File: src/verilog/err_rec_pkg.sv
// constants, types and decision functions for the error record block
// assumes one node clock; record state survives anything but power-on reset
package err_rec_pkg;

  // record layout on the register bus
  localparam int          NUM_RECORDS   = 2;
  localparam int          REC_IDX_W     = 1;
  localparam int          REC_SEL_BIT   = 6;
  localparam logic [5:0]  OFF_FEATURE   = 6'h00;
  localparam logic [5:0]  OFF_CONTROL   = 6'h08;
  localparam logic [5:0]  OFF_STATUS    = 6'h10;
  localparam logic [5:0]  OFF_ADDR      = 6'h18;
  localparam logic [5:0]  OFF_EXTRA0    = 6'h20;
  localparam logic [5:0]  OFF_EXTRA1    = 6'h28;

  // status field positions
  localparam int ST_ADDR_HELD = 31;
  localparam int ST_FILLED    = 30;
  localparam int ST_UNCORR    = 29;
  localparam int ST_ABORT     = 28;
  localparam int ST_OVFL      = 27;
  localparam int ST_MISC_HELD = 26;
  localparam int ST_CORR_HI   = 25;
  localparam int ST_CORR_LO   = 24;
  localparam int ST_POSTPONED = 23;
  localparam int ST_POISON    = 22;
  localparam int ST_SUB_HI    = 21;
  localparam int ST_SUB_LO    = 20;
  localparam int ST_IMPL_HI   = 15;
  localparam int ST_IMPL_LO   = 8;
  localparam int ST_SRC_HI    = 7;
  localparam int ST_SRC_LO    = 0;

  // feature and control words
  localparam int          FEAT_OVW_POS     = 12;
  localparam logic        OVW_POLICY       = 1'b1;
  localparam logic [31:0] FEATURE_REC0     = 32'h0000_1001;
  localparam int          CTL_LOG_EN       = 0;
  localparam logic [31:0] CONTROL_RESET    = 32'h0000_0001;
  localparam logic [31:0] CONTROL_WMASK    = 32'h0000_0001;
  localparam logic [31:0] WORD_ZERO        = 32'h0000_0000;

  // corrected counter in the low byte of extra register 0
  localparam int          CNT_HI   = 7;
  localparam logic [7:0]  CNT_MAX  = 8'hFF;
  localparam logic [7:0]  CNT_ONE  = 8'h01;
  localparam logic [1:0]  CORR_MARK = 2'h1;
  localparam logic [1:0]  CORR_NONE = 2'h0;

  // uncorrected subtype codes
  localparam logic [1:0]  SUB_LATENT    = 2'h2;
  localparam logic [1:0]  SUB_SIGNALED  = 2'h3;
  localparam logic [1:0]  SUB_UNRECOV   = 2'h1;
  localparam logic [1:0]  SUB_UNCONT    = 2'h0;

  localparam logic [1:0]  RESP_OKAY   = 2'h0;
  localparam logic [1:0]  RESP_SLVERR = 2'h2;

  // error classes in rising priority
  typedef enum logic [2:0] {
    CLS_NONE     = 3'b000,
    CLS_CORR     = 3'b001,
    CLS_DEFER    = 3'b010,
    CLS_LATENT   = 3'b011,
    CLS_SIGNALED = 3'b100,
    CLS_UNRECOV  = 3'b101,
    CLS_UNCONT   = 3'b110
  } err_class_t;

  typedef enum logic [2:0] {
    ACT_OVERWRITE      = 3'b000,
    ACT_KEEP           = 3'b001,
    ACT_OVERFLOW       = 3'b010,
    ACT_COUNT_KEEP     = 3'b011,
    ACT_COUNT_OVW_KEEP = 3'b100,
    ACT_COUNT_OVW      = 3'b101,
    ACT_OVW_OVFL       = 3'b110
  } act_t;

  // subtype code of an uncorrected class
  function automatic logic [1:0] sub_of(input err_class_t c);
    unique case (c)
      CLS_LATENT:   sub_of = SUB_LATENT;
      CLS_SIGNALED: sub_of = SUB_SIGNALED;
      CLS_UNRECOV:  sub_of = SUB_UNRECOV;
      default:      sub_of = SUB_UNCONT;
    endcase
  endfunction : sub_of

  // highest class held by a status word
  function automatic err_class_t class_of(input logic [31:0] s);
    if (!s[ST_FILLED])
      class_of = CLS_NONE;
    else if (s[ST_UNCORR]) begin
      unique case (s[ST_SUB_HI:ST_SUB_LO])
        SUB_LATENT:   class_of = CLS_LATENT;
        SUB_SIGNALED: class_of = CLS_SIGNALED;
        SUB_UNRECOV:  class_of = CLS_UNRECOV;
        default:      class_of = CLS_UNCONT;
      endcase
    end else if (s[ST_POSTPONED])
      class_of = CLS_DEFER;
    else if (s[ST_CORR_HI:ST_CORR_LO] != CORR_NONE)
      class_of = CLS_CORR;
    else
      class_of = CLS_NONE;
  endfunction : class_of

  // action from previous and new class
  function automatic act_t choose_action(input err_class_t prev, input err_class_t nw);
    if (nw == CLS_CORR) begin
      if (prev == CLS_NONE)
        choose_action = ACT_COUNT_OVW;
      else if (prev == CLS_CORR)
        choose_action = ACT_COUNT_OVW_KEEP;
      else
        choose_action = ACT_COUNT_KEEP;
    end else if (nw == CLS_DEFER) begin
      if (prev == CLS_NONE || prev == CLS_CORR)
        choose_action = ACT_OVERWRITE;
      else if (prev == CLS_DEFER)
        choose_action = ACT_OVERFLOW;
      else
        choose_action = ACT_KEEP;
    end else begin
      if (prev == CLS_NONE || prev == CLS_CORR || prev == CLS_DEFER)
        choose_action = ACT_OVERWRITE;
      else if (nw > prev)
        choose_action = ACT_OVW_OVFL;
      else
        choose_action = ACT_OVERFLOW;
    end
  endfunction : choose_action

endpackage : err_rec_pkg

File: src/verilog/error_record_update.sv
// error records of one node: priority update from detectors, AXI4-Lite access
// assumes detectors present at most one error a cycle, synchronous to clk_sys
//
// Contract
// at least one record, consecutive indices
// later records: feature zero, control reads zero
// each new error updates type fields
// replace syndrome only on strictly higher priority
// status encodes highest recorded class
// empty, corrected, deferred previous: action table
// uncorrected previous: keep, overflow or overwrite
// keep: old syndrome, overflow unchanged
// overflow action: keep syndrome, set overflow
// overwrite: new syndrome, overflow unchanged
// count and keep; wrap sets overflow
// policy bit chooses count-keep or overwrite
// count then overwrite; wrap sets overflow
// overwrite writes syndrome fields, sets filled
// overwrite: address and address-held bit
// overwrite: extra syndrome and misc-held bit
// keep leaves syndrome, address, subtype alone
// keep writes no extra data
// discarded errors still set type flag
// one error per cycle, highest only
// one corrected count per cycle
// every uncorrected class recorded as given
`timescale 1ns/1ns
module error_record_update (
  // clock and reset
  input  wire logic                                clk_sys,
  input  wire logic                                resetn,
  // error detectors
  input  wire logic                                errValid,
  input  wire logic [err_rec_pkg::REC_IDX_W-1:0]   errRecord,
  input  wire err_rec_pkg::err_class_t             errClass,
  input  wire logic                                errAbort,
  input  wire logic                                errPoison,
  input  wire logic [7:0]                          errImpl,
  input  wire logic [7:0]                          errSource,
  input  wire logic                                errAddrValid,
  input  wire logic [31:0]                         errAddr,
  input  wire logic                                errExtraValid,
  input  wire logic [31:0]                         errExtra,
  // axi4-lite write
  input  wire logic [31:0]                         s_axi_awaddr,
  input  wire logic [2:0]                          s_axi_awprot,
  input  wire logic                                s_axi_awvalid,
  output      logic                                s_axi_awready,
  input  wire logic [31:0]                         s_axi_wdata,
  input  wire logic [3:0]                          s_axi_wstrb,
  input  wire logic                                s_axi_wvalid,
  output      logic                                s_axi_wready,
  output      logic [1:0]                          s_axi_bresp,
  output      logic                                s_axi_bvalid,
  input  wire logic                                s_axi_bready,
  // axi4-lite read
  input  wire logic [31:0]                         s_axi_araddr,
  input  wire logic [2:0]                          s_axi_arprot,
  input  wire logic                                s_axi_arvalid,
  output      logic                                s_axi_arready,
  output      logic [31:0]                         s_axi_rdata,
  output      logic [1:0]                          s_axi_rresp,
  output      logic                                s_axi_rvalid,
  input  wire logic                                s_axi_rready
);
  import err_rec_pkg::*;

  logic [1:0]  rstPipe;
  logic        rstn;
  logic        awHeld, wHeld, next_awHeld, next_wHeld;
  logic [31:0] awAddrQ, wDataQ, next_awAddr, next_wData;
  logic [3:0]  wStrbQ, next_wStrb;
  logic        next_awReady, next_wReady, next_bvalid;
  logic [1:0]  next_bresp;
  logic        next_arReady, next_rvalid;
  logic [31:0] next_rdata;
  logic [1:0]  next_rresp;
  logic [31:0] controlQ, next_control;
  logic        wrFire, wrOk, rdOk;
  logic [REC_IDX_W-1:0] wrRec, rdRec;
  logic [5:0]  wrOff, rdOff;
  logic [31:0] wrMask, rdWord;
  logic        logEnable;
  logic [31:0] statusArr [NUM_RECORDS];
  logic [31:0] addrArr   [NUM_RECORDS];
  logic [31:0] extra0Arr [NUM_RECORDS];
  logic [31:0] extra1Arr [NUM_RECORDS];
  logic        hitArr    [NUM_RECORDS];
  logic        ovwArr    [NUM_RECORDS];
  logic        swArr     [NUM_RECORDS];
  act_t        actArr    [NUM_RECORDS];

  // reset release through two flops
  always_ff @(posedge clk_sys or negedge resetn) begin
    if (!resetn)
      rstPipe <= 2'h0;
    else
      rstPipe <= {rstPipe[0], 1'b1};
  end
  assign rstn = rstPipe[1];

  // register decode
  // record index taken from consecutive address blocks
  assign wrRec  = awAddrQ[REC_SEL_BIT +: REC_IDX_W];
  assign wrOff  = awAddrQ[5:0];
  assign rdRec  = s_axi_araddr[REC_SEL_BIT +: REC_IDX_W];
  assign rdOff  = s_axi_araddr[5:0];
  assign wrFire = awHeld && wHeld && !s_axi_bvalid;
  assign wrMask = {{8{wStrbQ[3]}}, {8{wStrbQ[2]}}, {8{wStrbQ[1]}}, {8{wStrbQ[0]}}};
  assign wrOk   = (awAddrQ[31:REC_SEL_BIT+REC_IDX_W] == '0) && (wrOff inside
                  {OFF_FEATURE, OFF_CONTROL, OFF_STATUS, OFF_ADDR, OFF_EXTRA0, OFF_EXTRA1});
  assign rdOk   = (s_axi_araddr[31:REC_SEL_BIT+REC_IDX_W] == '0) && (rdOff inside
                  {OFF_FEATURE, OFF_CONTROL, OFF_STATUS, OFF_ADDR, OFF_EXTRA0, OFF_EXTRA1});
  assign logEnable = controlQ[CTL_LOG_EN];

  // only the first record shows feature and control
  always_comb begin
    rdWord = WORD_ZERO;
    unique case (rdOff)
      OFF_FEATURE: rdWord = (rdRec == '0) ? FEATURE_REC0 : WORD_ZERO;
      OFF_CONTROL: rdWord = (rdRec == '0) ? controlQ : WORD_ZERO;
      OFF_STATUS:  rdWord = statusArr[rdRec];
      OFF_ADDR:    rdWord = addrArr[rdRec];
      OFF_EXTRA0:  rdWord = extra0Arr[rdRec];
      OFF_EXTRA1:  rdWord = extra1Arr[rdRec];
      default:     rdWord = WORD_ZERO;
    endcase
  end

  // bus channel next values
  always_comb begin
    next_awHeld  = awHeld;
    next_awAddr  = awAddrQ;
    next_wHeld   = wHeld;
    next_wData   = wDataQ;
    next_wStrb   = wStrbQ;
    next_bvalid  = s_axi_bvalid;
    next_bresp   = s_axi_bresp;
    next_rvalid  = s_axi_rvalid;
    next_rdata   = s_axi_rdata;
    next_rresp   = s_axi_rresp;
    next_control = controlQ;
    if (s_axi_awvalid && s_axi_awready) begin
      next_awHeld = 1'b1;
      next_awAddr = s_axi_awaddr;
    end
    if (s_axi_wvalid && s_axi_wready) begin
      next_wHeld = 1'b1;
      next_wData = s_axi_wdata;
      next_wStrb = s_axi_wstrb;
    end
    if (s_axi_bvalid && s_axi_bready)
      next_bvalid = 1'b0;
    if (wrFire) begin
      next_awHeld = 1'b0;
      next_wHeld  = 1'b0;
      next_bvalid = 1'b1;
      next_bresp  = wrOk ? RESP_OKAY : RESP_SLVERR;
      if (wrOk && wrRec == '0 && wrOff == OFF_CONTROL)
        next_control = (controlQ & ~(wrMask & CONTROL_WMASK)) | (wDataQ & wrMask & CONTROL_WMASK);
    end
    if (s_axi_rvalid && s_axi_rready)
      next_rvalid = 1'b0;
    if (s_axi_arvalid && s_axi_arready) begin
      next_rvalid = 1'b1;
      next_rdata  = rdOk ? rdWord : WORD_ZERO;
      next_rresp  = rdOk ? RESP_OKAY : RESP_SLVERR;
    end
    next_awReady = !next_awHeld && !next_bvalid;
    next_wReady  = !next_wHeld && !next_bvalid;
    next_arReady = !next_rvalid;
  end

  always_ff @(posedge clk_sys or negedge rstn) begin
    if (!rstn) begin
      awHeld        <= 1'b0;
      awAddrQ       <= WORD_ZERO;
      wHeld         <= 1'b0;
      wDataQ        <= WORD_ZERO;
      wStrbQ        <= 4'h0;
      s_axi_awready <= 1'b0;
      s_axi_wready  <= 1'b0;
      s_axi_bvalid  <= 1'b0;
      s_axi_bresp   <= RESP_OKAY;
      s_axi_arready <= 1'b0;
      s_axi_rvalid  <= 1'b0;
      s_axi_rdata   <= WORD_ZERO;
      s_axi_rresp   <= RESP_OKAY;
      controlQ      <= CONTROL_RESET;
    end else begin
      awHeld        <= next_awHeld;
      awAddrQ       <= next_awAddr;
      wHeld         <= next_wHeld;
      wDataQ        <= next_wData;
      wStrbQ        <= next_wStrb;
      s_axi_awready <= next_awReady;
      s_axi_wready  <= next_wReady;
      s_axi_bvalid  <= next_bvalid;
      s_axi_bresp   <= next_bresp;
      s_axi_arready <= next_arReady;
      s_axi_rvalid  <= next_rvalid;
      s_axi_rdata   <= next_rdata;
      s_axi_rresp   <= next_rresp;
      controlQ      <= next_control;
    end
  end

  // one record per pass
  for (genvar r = 0; r < NUM_RECORDS; r++) begin : g_rec
    logic [31:0] stat, addrR, ex0, ex1;
    logic [31:0] next_stat, next_addr, next_ex0, next_ex1;
    err_class_t  prevCls;
    act_t        act;
    logic        hit, ovw, counting, cntWrap, swStat;

    // a single detector port: one error per cycle
    assign hit    = errValid && (errRecord == REC_IDX_W'(r)) && logEnable;
    assign swStat = wrFire && wrOk && wrRec == REC_IDX_W'(r) && wrOff == OFF_STATUS;

    always_comb begin
      next_stat = stat;
      next_addr = addrR;
      next_ex0  = ex0;
      next_ex1  = ex1;
      // software clears every status byte whose strobe is set, whatever the write data
      if (swStat)
        next_stat = stat & ~wrMask;
      if (wrFire && wrOk && wrRec == REC_IDX_W'(r)) begin
        if (wrOff == OFF_ADDR)
          next_addr = (addrR & ~wrMask) | (wDataQ & wrMask);
        if (wrOff == OFF_EXTRA0)
          next_ex0 = (ex0 & ~wrMask) | (wDataQ & wrMask);
        if (wrOff == OFF_EXTRA1)
          next_ex1 = (ex1 & ~wrMask) | (wDataQ & wrMask);
      end
      // hardware update after software, so a new error wins
      prevCls  = class_of(next_stat);
      act      = choose_action(prevCls, errClass);
      counting = act inside {ACT_COUNT_KEEP, ACT_COUNT_OVW_KEEP, ACT_COUNT_OVW};
      cntWrap  = counting && (next_ex0[CNT_HI:0] == CNT_MAX);
      // overwrite for strictly higher priority, or for an equal corrected class when OVW_POLICY is set and overflow is clear
      ovw      = act inside {ACT_OVERWRITE, ACT_COUNT_OVW, ACT_OVW_OVFL} ||
                 (act == ACT_COUNT_OVW_KEEP && OVW_POLICY && !next_stat[ST_OVFL]);
      if (hit) begin
        // one count per cycle
        if (counting)
          next_ex0[CNT_HI:0] = next_ex0[CNT_HI:0] + CNT_ONE;
        // keep and overwrite leave overflow alone
        unique case (act)
          // overflow action
          ACT_OVERFLOW:       next_stat[ST_OVFL] = 1'b1;
          ACT_OVW_OVFL:       next_stat[ST_OVFL] = 1'b1;
          // count and keep
          ACT_COUNT_KEEP:     next_stat[ST_OVFL] = next_stat[ST_OVFL] | cntWrap;
          // count, overwrite or keep
          ACT_COUNT_OVW_KEEP: next_stat[ST_OVFL] = next_stat[ST_OVFL] | cntWrap;
          // count then overwrite
          ACT_COUNT_OVW:      next_stat[ST_OVFL] = next_stat[ST_OVFL] | cntWrap;
          default:            next_stat[ST_OVFL] = next_stat[ST_OVFL];
        endcase
        // type flag set even when discarded
        unique case (errClass)
          CLS_CORR: begin
            if (next_stat[ST_CORR_HI:ST_CORR_LO] == CORR_NONE || !next_stat[ST_FILLED])
              next_stat[ST_CORR_HI:ST_CORR_LO] = CORR_MARK;
            if (ovw) begin
              next_stat[ST_POSTPONED] = 1'b0;
              next_stat[ST_UNCORR]    = 1'b0;
            end
          end
          CLS_DEFER: begin
            next_stat[ST_POSTPONED] = 1'b1;
            if (ovw)
              next_stat[ST_UNCORR] = 1'b0;
            if (!next_stat[ST_FILLED])
              next_stat[ST_CORR_HI:ST_CORR_LO] = CORR_NONE;
          end
          default: begin
            next_stat[ST_UNCORR] = 1'b1;
            // subtype kept unless overwriting; class stored as given
            if (ovw)
              next_stat[ST_SUB_HI:ST_SUB_LO] = sub_of(errClass);
          end
        endcase
        // overwrite takes the new syndrome
        if (ovw) begin
          next_stat[ST_ABORT]              = errAbort;
          next_stat[ST_POISON]             = errPoison;
          next_stat[ST_IMPL_HI:ST_IMPL_LO] = errImpl;
          next_stat[ST_SRC_HI:ST_SRC_LO]   = errSource;
          next_stat[ST_FILLED]             = 1'b1;
          // address and its held bit
          next_stat[ST_ADDR_HELD] = errAddrValid;
          if (errAddrValid)
            next_addr = errAddr;
          // extra syndrome and its held bit
          next_stat[ST_MISC_HELD] = errExtraValid;
          if (errExtraValid)
            next_ex1 = errExtra;
        end
        // a kept error writes nothing into extra register 1; only the corrected count in extra register 0 moves
      end
    end

    always_ff @(posedge clk_sys or negedge rstn) begin
      if (!rstn) begin
        stat  <= WORD_ZERO;
        addrR <= WORD_ZERO;
        ex0   <= WORD_ZERO;
        ex1   <= WORD_ZERO;
      end else begin
        stat  <= next_stat;
        addrR <= next_addr;
        ex0   <= next_ex0;
        ex1   <= next_ex1;
      end
    end

    assign statusArr[r] = stat;
    assign addrArr[r]   = addrR;
    assign extra0Arr[r] = ex0;
    assign extra1Arr[r] = ex1;
    assign hitArr[r]    = hit;
    assign ovwArr[r]    = ovw;
    assign actArr[r]    = act;
    assign swArr[r]     = wrFire && wrOk && wrRec == REC_IDX_W'(r);
  end
endmodule : error_record_update

File: config.mk
export PLATFORM = sky130hd
export DESIGN_NAME = error_record_update
export DESIGN_NICKNAME = d
export VERILOG_FILES = /design/src/verilog/err_rec_pkg.sv /design/src/verilog/error_record_update.sv
export SDC_FILE = /design/constraint.sdc
export NUM_CORES = 1
export LEC_CHECK = 0
export ABC_CLOCK_PERIOD_IN_PS = 16200
export BUFFER_PORTS_ARGS = -buffer_cell sky130_fd_sc_hd__buf_2
export CAP_MARGIN = 20
export CORE_UTILIZATION = 45
export DETAILED_ROUTE_END_ITERATION = 10
export GPL_TIMING_DRIVEN = 0
export HOLD_SLACK_MARGIN = 0.12
export PLACE_DENSITY = 0.65
export SYNTH_ARGS = -nofsm -noshare
export SYNTH_HDL_FRONTEND = slang
export SYNTH_SLANG_ARGS = --single-unit
File: constraint.sdc
create_clock -name clk_sys -period 16.2 [get_ports clk_sys]
set_input_delay 1.62 -clock clk_sys [delete_from_list [all_inputs] [get_ports clk_sys]]
set_output_delay 1.62 -clock clk_sys [all_outputs]
set_load 0.03 [all_outputs]
# Word-level counts from Yosys, hierarchy flattened
# Index checks and enable logic that the tools add are counted.
[word_totals]
elab_cells = 277
output_inout_bits = 41
register_bits = 401
[classes]
addsub = 2
magnitude_cmp = 3
eq_ne = 37
n_mux = 115
reduce_logical = 69
bitwise = 24
[ops]
columns = ["op", "n"]
rows = [
  ["$mux 32", 36],
  ["$and 32x32->32", 10],
  ["$or 32x32->32", 6],
  ["$pmux 32 s6", 1],
  ["$mux 16", 4],
  ["$mux 8", 8],
  ["$logic_not 25->1", 2],
  ["$mux 3", 16],
  ["$mux 2", 18],
  ["$not 1->32", 1],
  ["$not 32->32", 1],
  ["$or 32x1->32", 1],
  ["$logic_and 1x1->1", 26],
  ["$eq 3x2->1 const B", 8],
  ["$eq 3x3->1 const B", 8],
  ["$eq 6x5->1 const B", 4],
  ["$eq 6x6->1 const B", 4],
  ["$mux 12", 2],
  ["$mux 1", 22],
  ["$pmux 3 s3", 2],
  ["$add 8x1->8 const B", 2],
  ["$eq 8x8->1 const B", 2],
  ["$mux 13", 1],
  ["$eq 6x4->1 const B", 2],
  ["22 further kinds", 63],
]

# Longest topological paths before layout
[depth]
ltp_word = 24
depth_mapped = 22
ltp_nobuf = 19

# Worst setup path before layout
# No wires, ideal clock.
[synth_timing]
kind = "register to register"
start = "reg s_axi_bvalid"
end = "reg g_rec[0].ex1[13]"
stages_incl_launch_ff = 22
slack_ps = 12099
setup_time_ps = 134
path_buffers = 2
synth_period_minus_slack_ps = 4101
required_ps = 16066
arrival_ps = 3967
path_cell_list = "dfrtp_1 > and3b_1 > nand4_1 > buf_4 > nor3_4 > nand3_1 > and2_1 > ha_1 > nand2b_1 > o31ai_2 > and2_1 > ha_1 > nor2b_1 > o21a_1 > o21ai_0 > nand3_1 > nor3_1 > nor3_1 > a21bo_2 > and2_4 > clkbuf_1 > o21ai_0"
[synth_via]
elab_chain_len = 22
[synth_lines]
columns = ["item", "line", "source"]
rows = [
  ["start, declared", "error_record_update.sv:54", "output logic s_axi_bvalid,"],
  ["start signal, assigned", "error_record_update.sv:198", "s_axi_bvalid <= next_bvalid;"],
  ["$logic_not 1->1 *", "error_record_update.sv:108", "assign wrFire = awHeld && wHeld && !s_axi_bvalid;"],
  ["$logic_and 1x1->1 *", "error_record_update.sv:108", ""],
  ["$logic_and 1x1->1 * (2 in series)", "--", ""],
  ["branches (longest 17 deep; another with $gt 3x3->1)", "--", ""],
  ["$mux 32 *", "error_record_update.sv:244", "if (hit) begin"],
  ["net g_rec[0].next_ex1[13]", "error_record_update.sv:211", "logic [31:0] next_stat, next_addr, next_ex0, next_ex1;"],
  ["end signal, assigned", "error_record_update.sv:315", "ex1 <= next_ex1;"],
  ["end, declared", "error_record_update.sv:210", "logic [31:0] stat, addrR, ex0, ex1;"],
]
# Mark *: on every way through the listed nets, which the timed path passes.
# A chain may end at the register's enable or synchronous reset.

# Final worst setup path
[layout_timing]
start = "reg awAddrQ[14]"
end = "reg g_rec[0].ex1[4]"
[layout_via]
elab_chain_len = 22
[layout_lines]
columns = ["item", "line", "source"]
rows = [
  ["start, declared", "error_record_update.sv:71", "logic [31:0] awAddrQ, wDataQ, next_awAddr, next_wData;"],
  ["start signal, assigned", "error_record_update.sv:192", "awAddrQ <= next_awAddr;"],
  ["$logic_not 25->1 *", "error_record_update.sv:110", "assign wrOk = (awAddrQ[31:REC_SEL_BIT+REC_IDX_W] == '0) && (wrOff inside"],
  ["$logic_and 1x1->1 *", "error_record_update.sv:110", ""],
  ["$logic_and 1x1->1 * (2 in series)", "--", ""],
  ["branches (longest 17 deep; another with $gt 3x3->1)", "--", ""],
  ["$mux 32 *", "error_record_update.sv:244", ""],
  ["net g_rec[0].next_ex1[4]", "error_record_update.sv:211", ""],
]
# Marks and branches as above.

==> summary.txt <==
Power and ir drop
  – Part of the power in combinational logic: 14.0%
  – Switching Fraction: 28.59%
  – Internal power: 1.727 mW
  – Net Switching: 0.6914 mW
  – Pwr Density: 110.0 mW/mm2
  – P_leak: 10.73 nW
  – Clock share of power: 39.4%
  – Max rail drop VDD: 82.45 uV
  – Seq pwr share: 46.6%

Global route
  – First-pass GRT wire length: 90.14 mm
  – Antenna violations before repair: 2
  – Largest net degree at the start of global routing: 71
  – Overall global routing resource usage: 28.87%
  – Gr ovfl total: 0
  – Vias in the first global route: 14730

Logic synthesis
  – Top_reg_cell synth: dfrtp_1
  – Synth Register Bits: 368
  – Top cell type's share of synthesized area: 49.42%
  – Most common cell in the netlist: dfrtp_1
  – Sequential share of the synthesized area: 49.57%
  – Synthesis warning total: 0
  – Area leader, netlist: dfrtp_1
  – Post-synth EDFFs: 0
  – Synthesized area: 0.01858 mm2
  – Post-Syn Area per Cell: 11.13 um2
  – Count of different cell masters after synthesis: 68
  – Asr flop ratio synth: 100.0%
  – Synth Instances: 1669
  – Most instantiated cells after synthesis: dfrtp_1 (367), mux2_2 (236), mux2i_1 (172)
  – Ranking of synthesized cells by area: dfrtp_1 (49%), mux2_2 (14%), mux2i_1 (9.3%)

Setup path
  – CP Capture Type: flop
  – R2r endpoint: g_rec[0].ex1[4]
  – CP required: 16.60 ns
  – Crit path max fanout: 10
  – RR Startpoint: awAddrQ[14]
  – Crit start category: flop
  – Critical path origin: awAddrQ[14]
  – Worst R2R Path Depth: 21
  – WP data arrival: 6.03 ns
  – R2R Setup Slk: 10.57 ns
  – Critical setup path kind: reg -> reg

STA
  – Worst hold slack: 0.3494 ns
  – Setup repair after global routing missed its margin: false
  – Fmax: 177.7 MHz
  – Post-route minimum period: 5.628 ns
  – Final period util: 34.74%
  – Final max-slew violation count: 0
  – Layout Skew: 0.02151 ns
  – Final TNS setup: 0 ns
  – Final hold vios: 0
  – Slew @ Worst Pin: 1.166 ns
  – Worst slew margin: 22.29%
  – Final setup fails: 0

Cells and area
  – Area Growth Syn to Fin: 18.32%
  – Finished Core Util: 53.96%
  – Nets@finish: 2165
  – Multi-input gate area: 0.008802 mm2
  – FF/Latch Area: 0.009214 mm2
  – Share of cells above drive strength 1: 30.34%
  – # fillers: 3640

Placed design
  – DP HPWL: 43.57 mm
  – Global placement routability congestion: 0.9255
  – IO Port Bufs: 231

Run
  – Max capacitance violation total: 0

Clock tree
  – CTS Root Cell: clkbuf_16
  – CTS tree: yes
  – TritonCTS buffer count: 42
  – CTS clock-pin slew for the worst setup and hold paths: 0.06 ns
  – Worst skew pair latency: 0.57 ns
  – Setup bufs post-CTS: 0
  – Cts hold-fix bufs: 0
  – H-tree depth: 2
  – Clock sinks: 368
  – Post-cts resize count: 0
  – Max Buffers Root-to-Sink: 3

Floorplan
  – Initial Util: 45.61%
  – Site Rows: 74
  – Die height: 205.2 um
  – Core ar.: 0.04074 mm2
  – I/O pins: 243
  – Die area: 0.04211 mm2
  – Die W: 205.2 um

Route
  – Initial DRT Pass Iterations: 5
  – Drc violations: 0
  – Vias per inst: 5.919
  – DR iter-0 viols: 1262
  – Via count: 14900
  – Routed wire length: 60.25 mm
  – Routed Antenna Nets: 0
  – DR WL/cell: 23.94 um

Worst hold path
  – WHS Endpoint: rstPipe[1]
  – Worst hold path class: reg -> reg
  – Hold depth: 0
  – Worst Hold Launch: rstPipe[0]

Outcome
  – Status: complete, no violations
==> cell families after synthesis <==
logic type / synth area share, %
flip-flops: 49.57
AND/OR/NAND/NOR: 10.61
adder cells (fa/ha/maj): 0.6734
multiplexers: 24.94
buffers and inverters: 3.084
XOR/XNOR: 0.8013
AO/OA/AOI/OAI: 10.29
other: 0.04042
==> area by class of cell <==
class | count | share of cell area (%)
Timing Repair Buffer | 239 | 6.147
Inverter | 31 | 0.5293
Antenna cell | 1 | 0.01138
Clock inverter | 8 | 0.3529
Tap cell | 532 | 3.028
Buffer | 101 | 2.077
Sequential cell | 368 | 41.91
Clock buffer | 67 | 5.907
Multi-Input combinational cell | 1170 | 40.04
==> critical path, stage by stage (launching register included) <==
cell      delay [ns]
dfrtp_1         0.37
nor4_1          0.36
nand4_1         0.21
buf_4           0.25
nor3_4          0.43
nand3_1         0.42
and2_1          0.35
ha_1            0.27
nand2b_1        0.15
o31ai_2         0.13
and2_1          0.20
ha_1            0.17
nor2b_1         0.11
o21a_1          0.11
o21ai_0         0.08
nand3_1         0.10
nor3_1          0.05
nor3_1          0.39
a21bo_2         0.29
and2_4          0.23
clkbuf_1        0.52
o21ai_0         0.25
==> worst max-delay path by stage <==
stage,end,slack [ns],depth (start not counted)
2_1_floorplan,asynchronous set/reset pin,5.19,0
3_3_place_gp,wDataQ[5],0.78,0
3_5_place_dp,g_rec[0].ex1[4],10.69,21
4_1_cts,g_rec[0].ex1[4],10.68,21
5_1_grt,g_rec[0].ex1[4],10.31,21
6_report,g_rec[0].ex1[4],10.57,21
==> power groups by stage <==
stage                     clock (mW)  combinational, mW  sequential (mW)
after floorplan                    0              0.207             1.12
after global placement             0              0.311             1.15
after detailed placement           0              0.338             1.14
after CTS                      0.968              0.339             1.13
after global routing            1.00              0.367             1.14
final                          0.954              0.339             1.13
==> placed cells by master (no fill, tap or decap), drive strengths merged, types with 13 or more instances in the layout <==
cell    instances
a22oi          47
o21ai         129
clkbuf        131
nor4           17
and2           17
inv            32
nor3           22
mux2i         172
buf           276
nand3          97
nand2         160
a21oi          35
dfrtp         367
nor2           49
nand4          13
o22ai          46
mux2          253
==> stage by stage <==
step	power, mW	instance area, um2	instances	worst slack [ns]
detailed placement	1.479	20580	2439	10.69
CTS	2.432	21950	2514	10.68
global placement	1.462	20410	2433	0.7846
finish	2.419	21980	2517	10.57
floorplan	1.323	18590	1670	5.186
global route	2.510	21980	2516	10.31
==> routing by layer <==
metal / share of wire, % / vias up / wire length [um] / global-route usage, %
li1: - / 6640 / - / -
met1: 43 / 7479 / 25960 / 39.67
met2: 46 / 644 / 27470 / 44.78
met3: 7.7 / 134 / 4614 / 6.113
met4: 3.7 / 0 / 2211 / 10.82
met5: 0 / - / 0 / 0
Power figures use the tool's default switching activity.
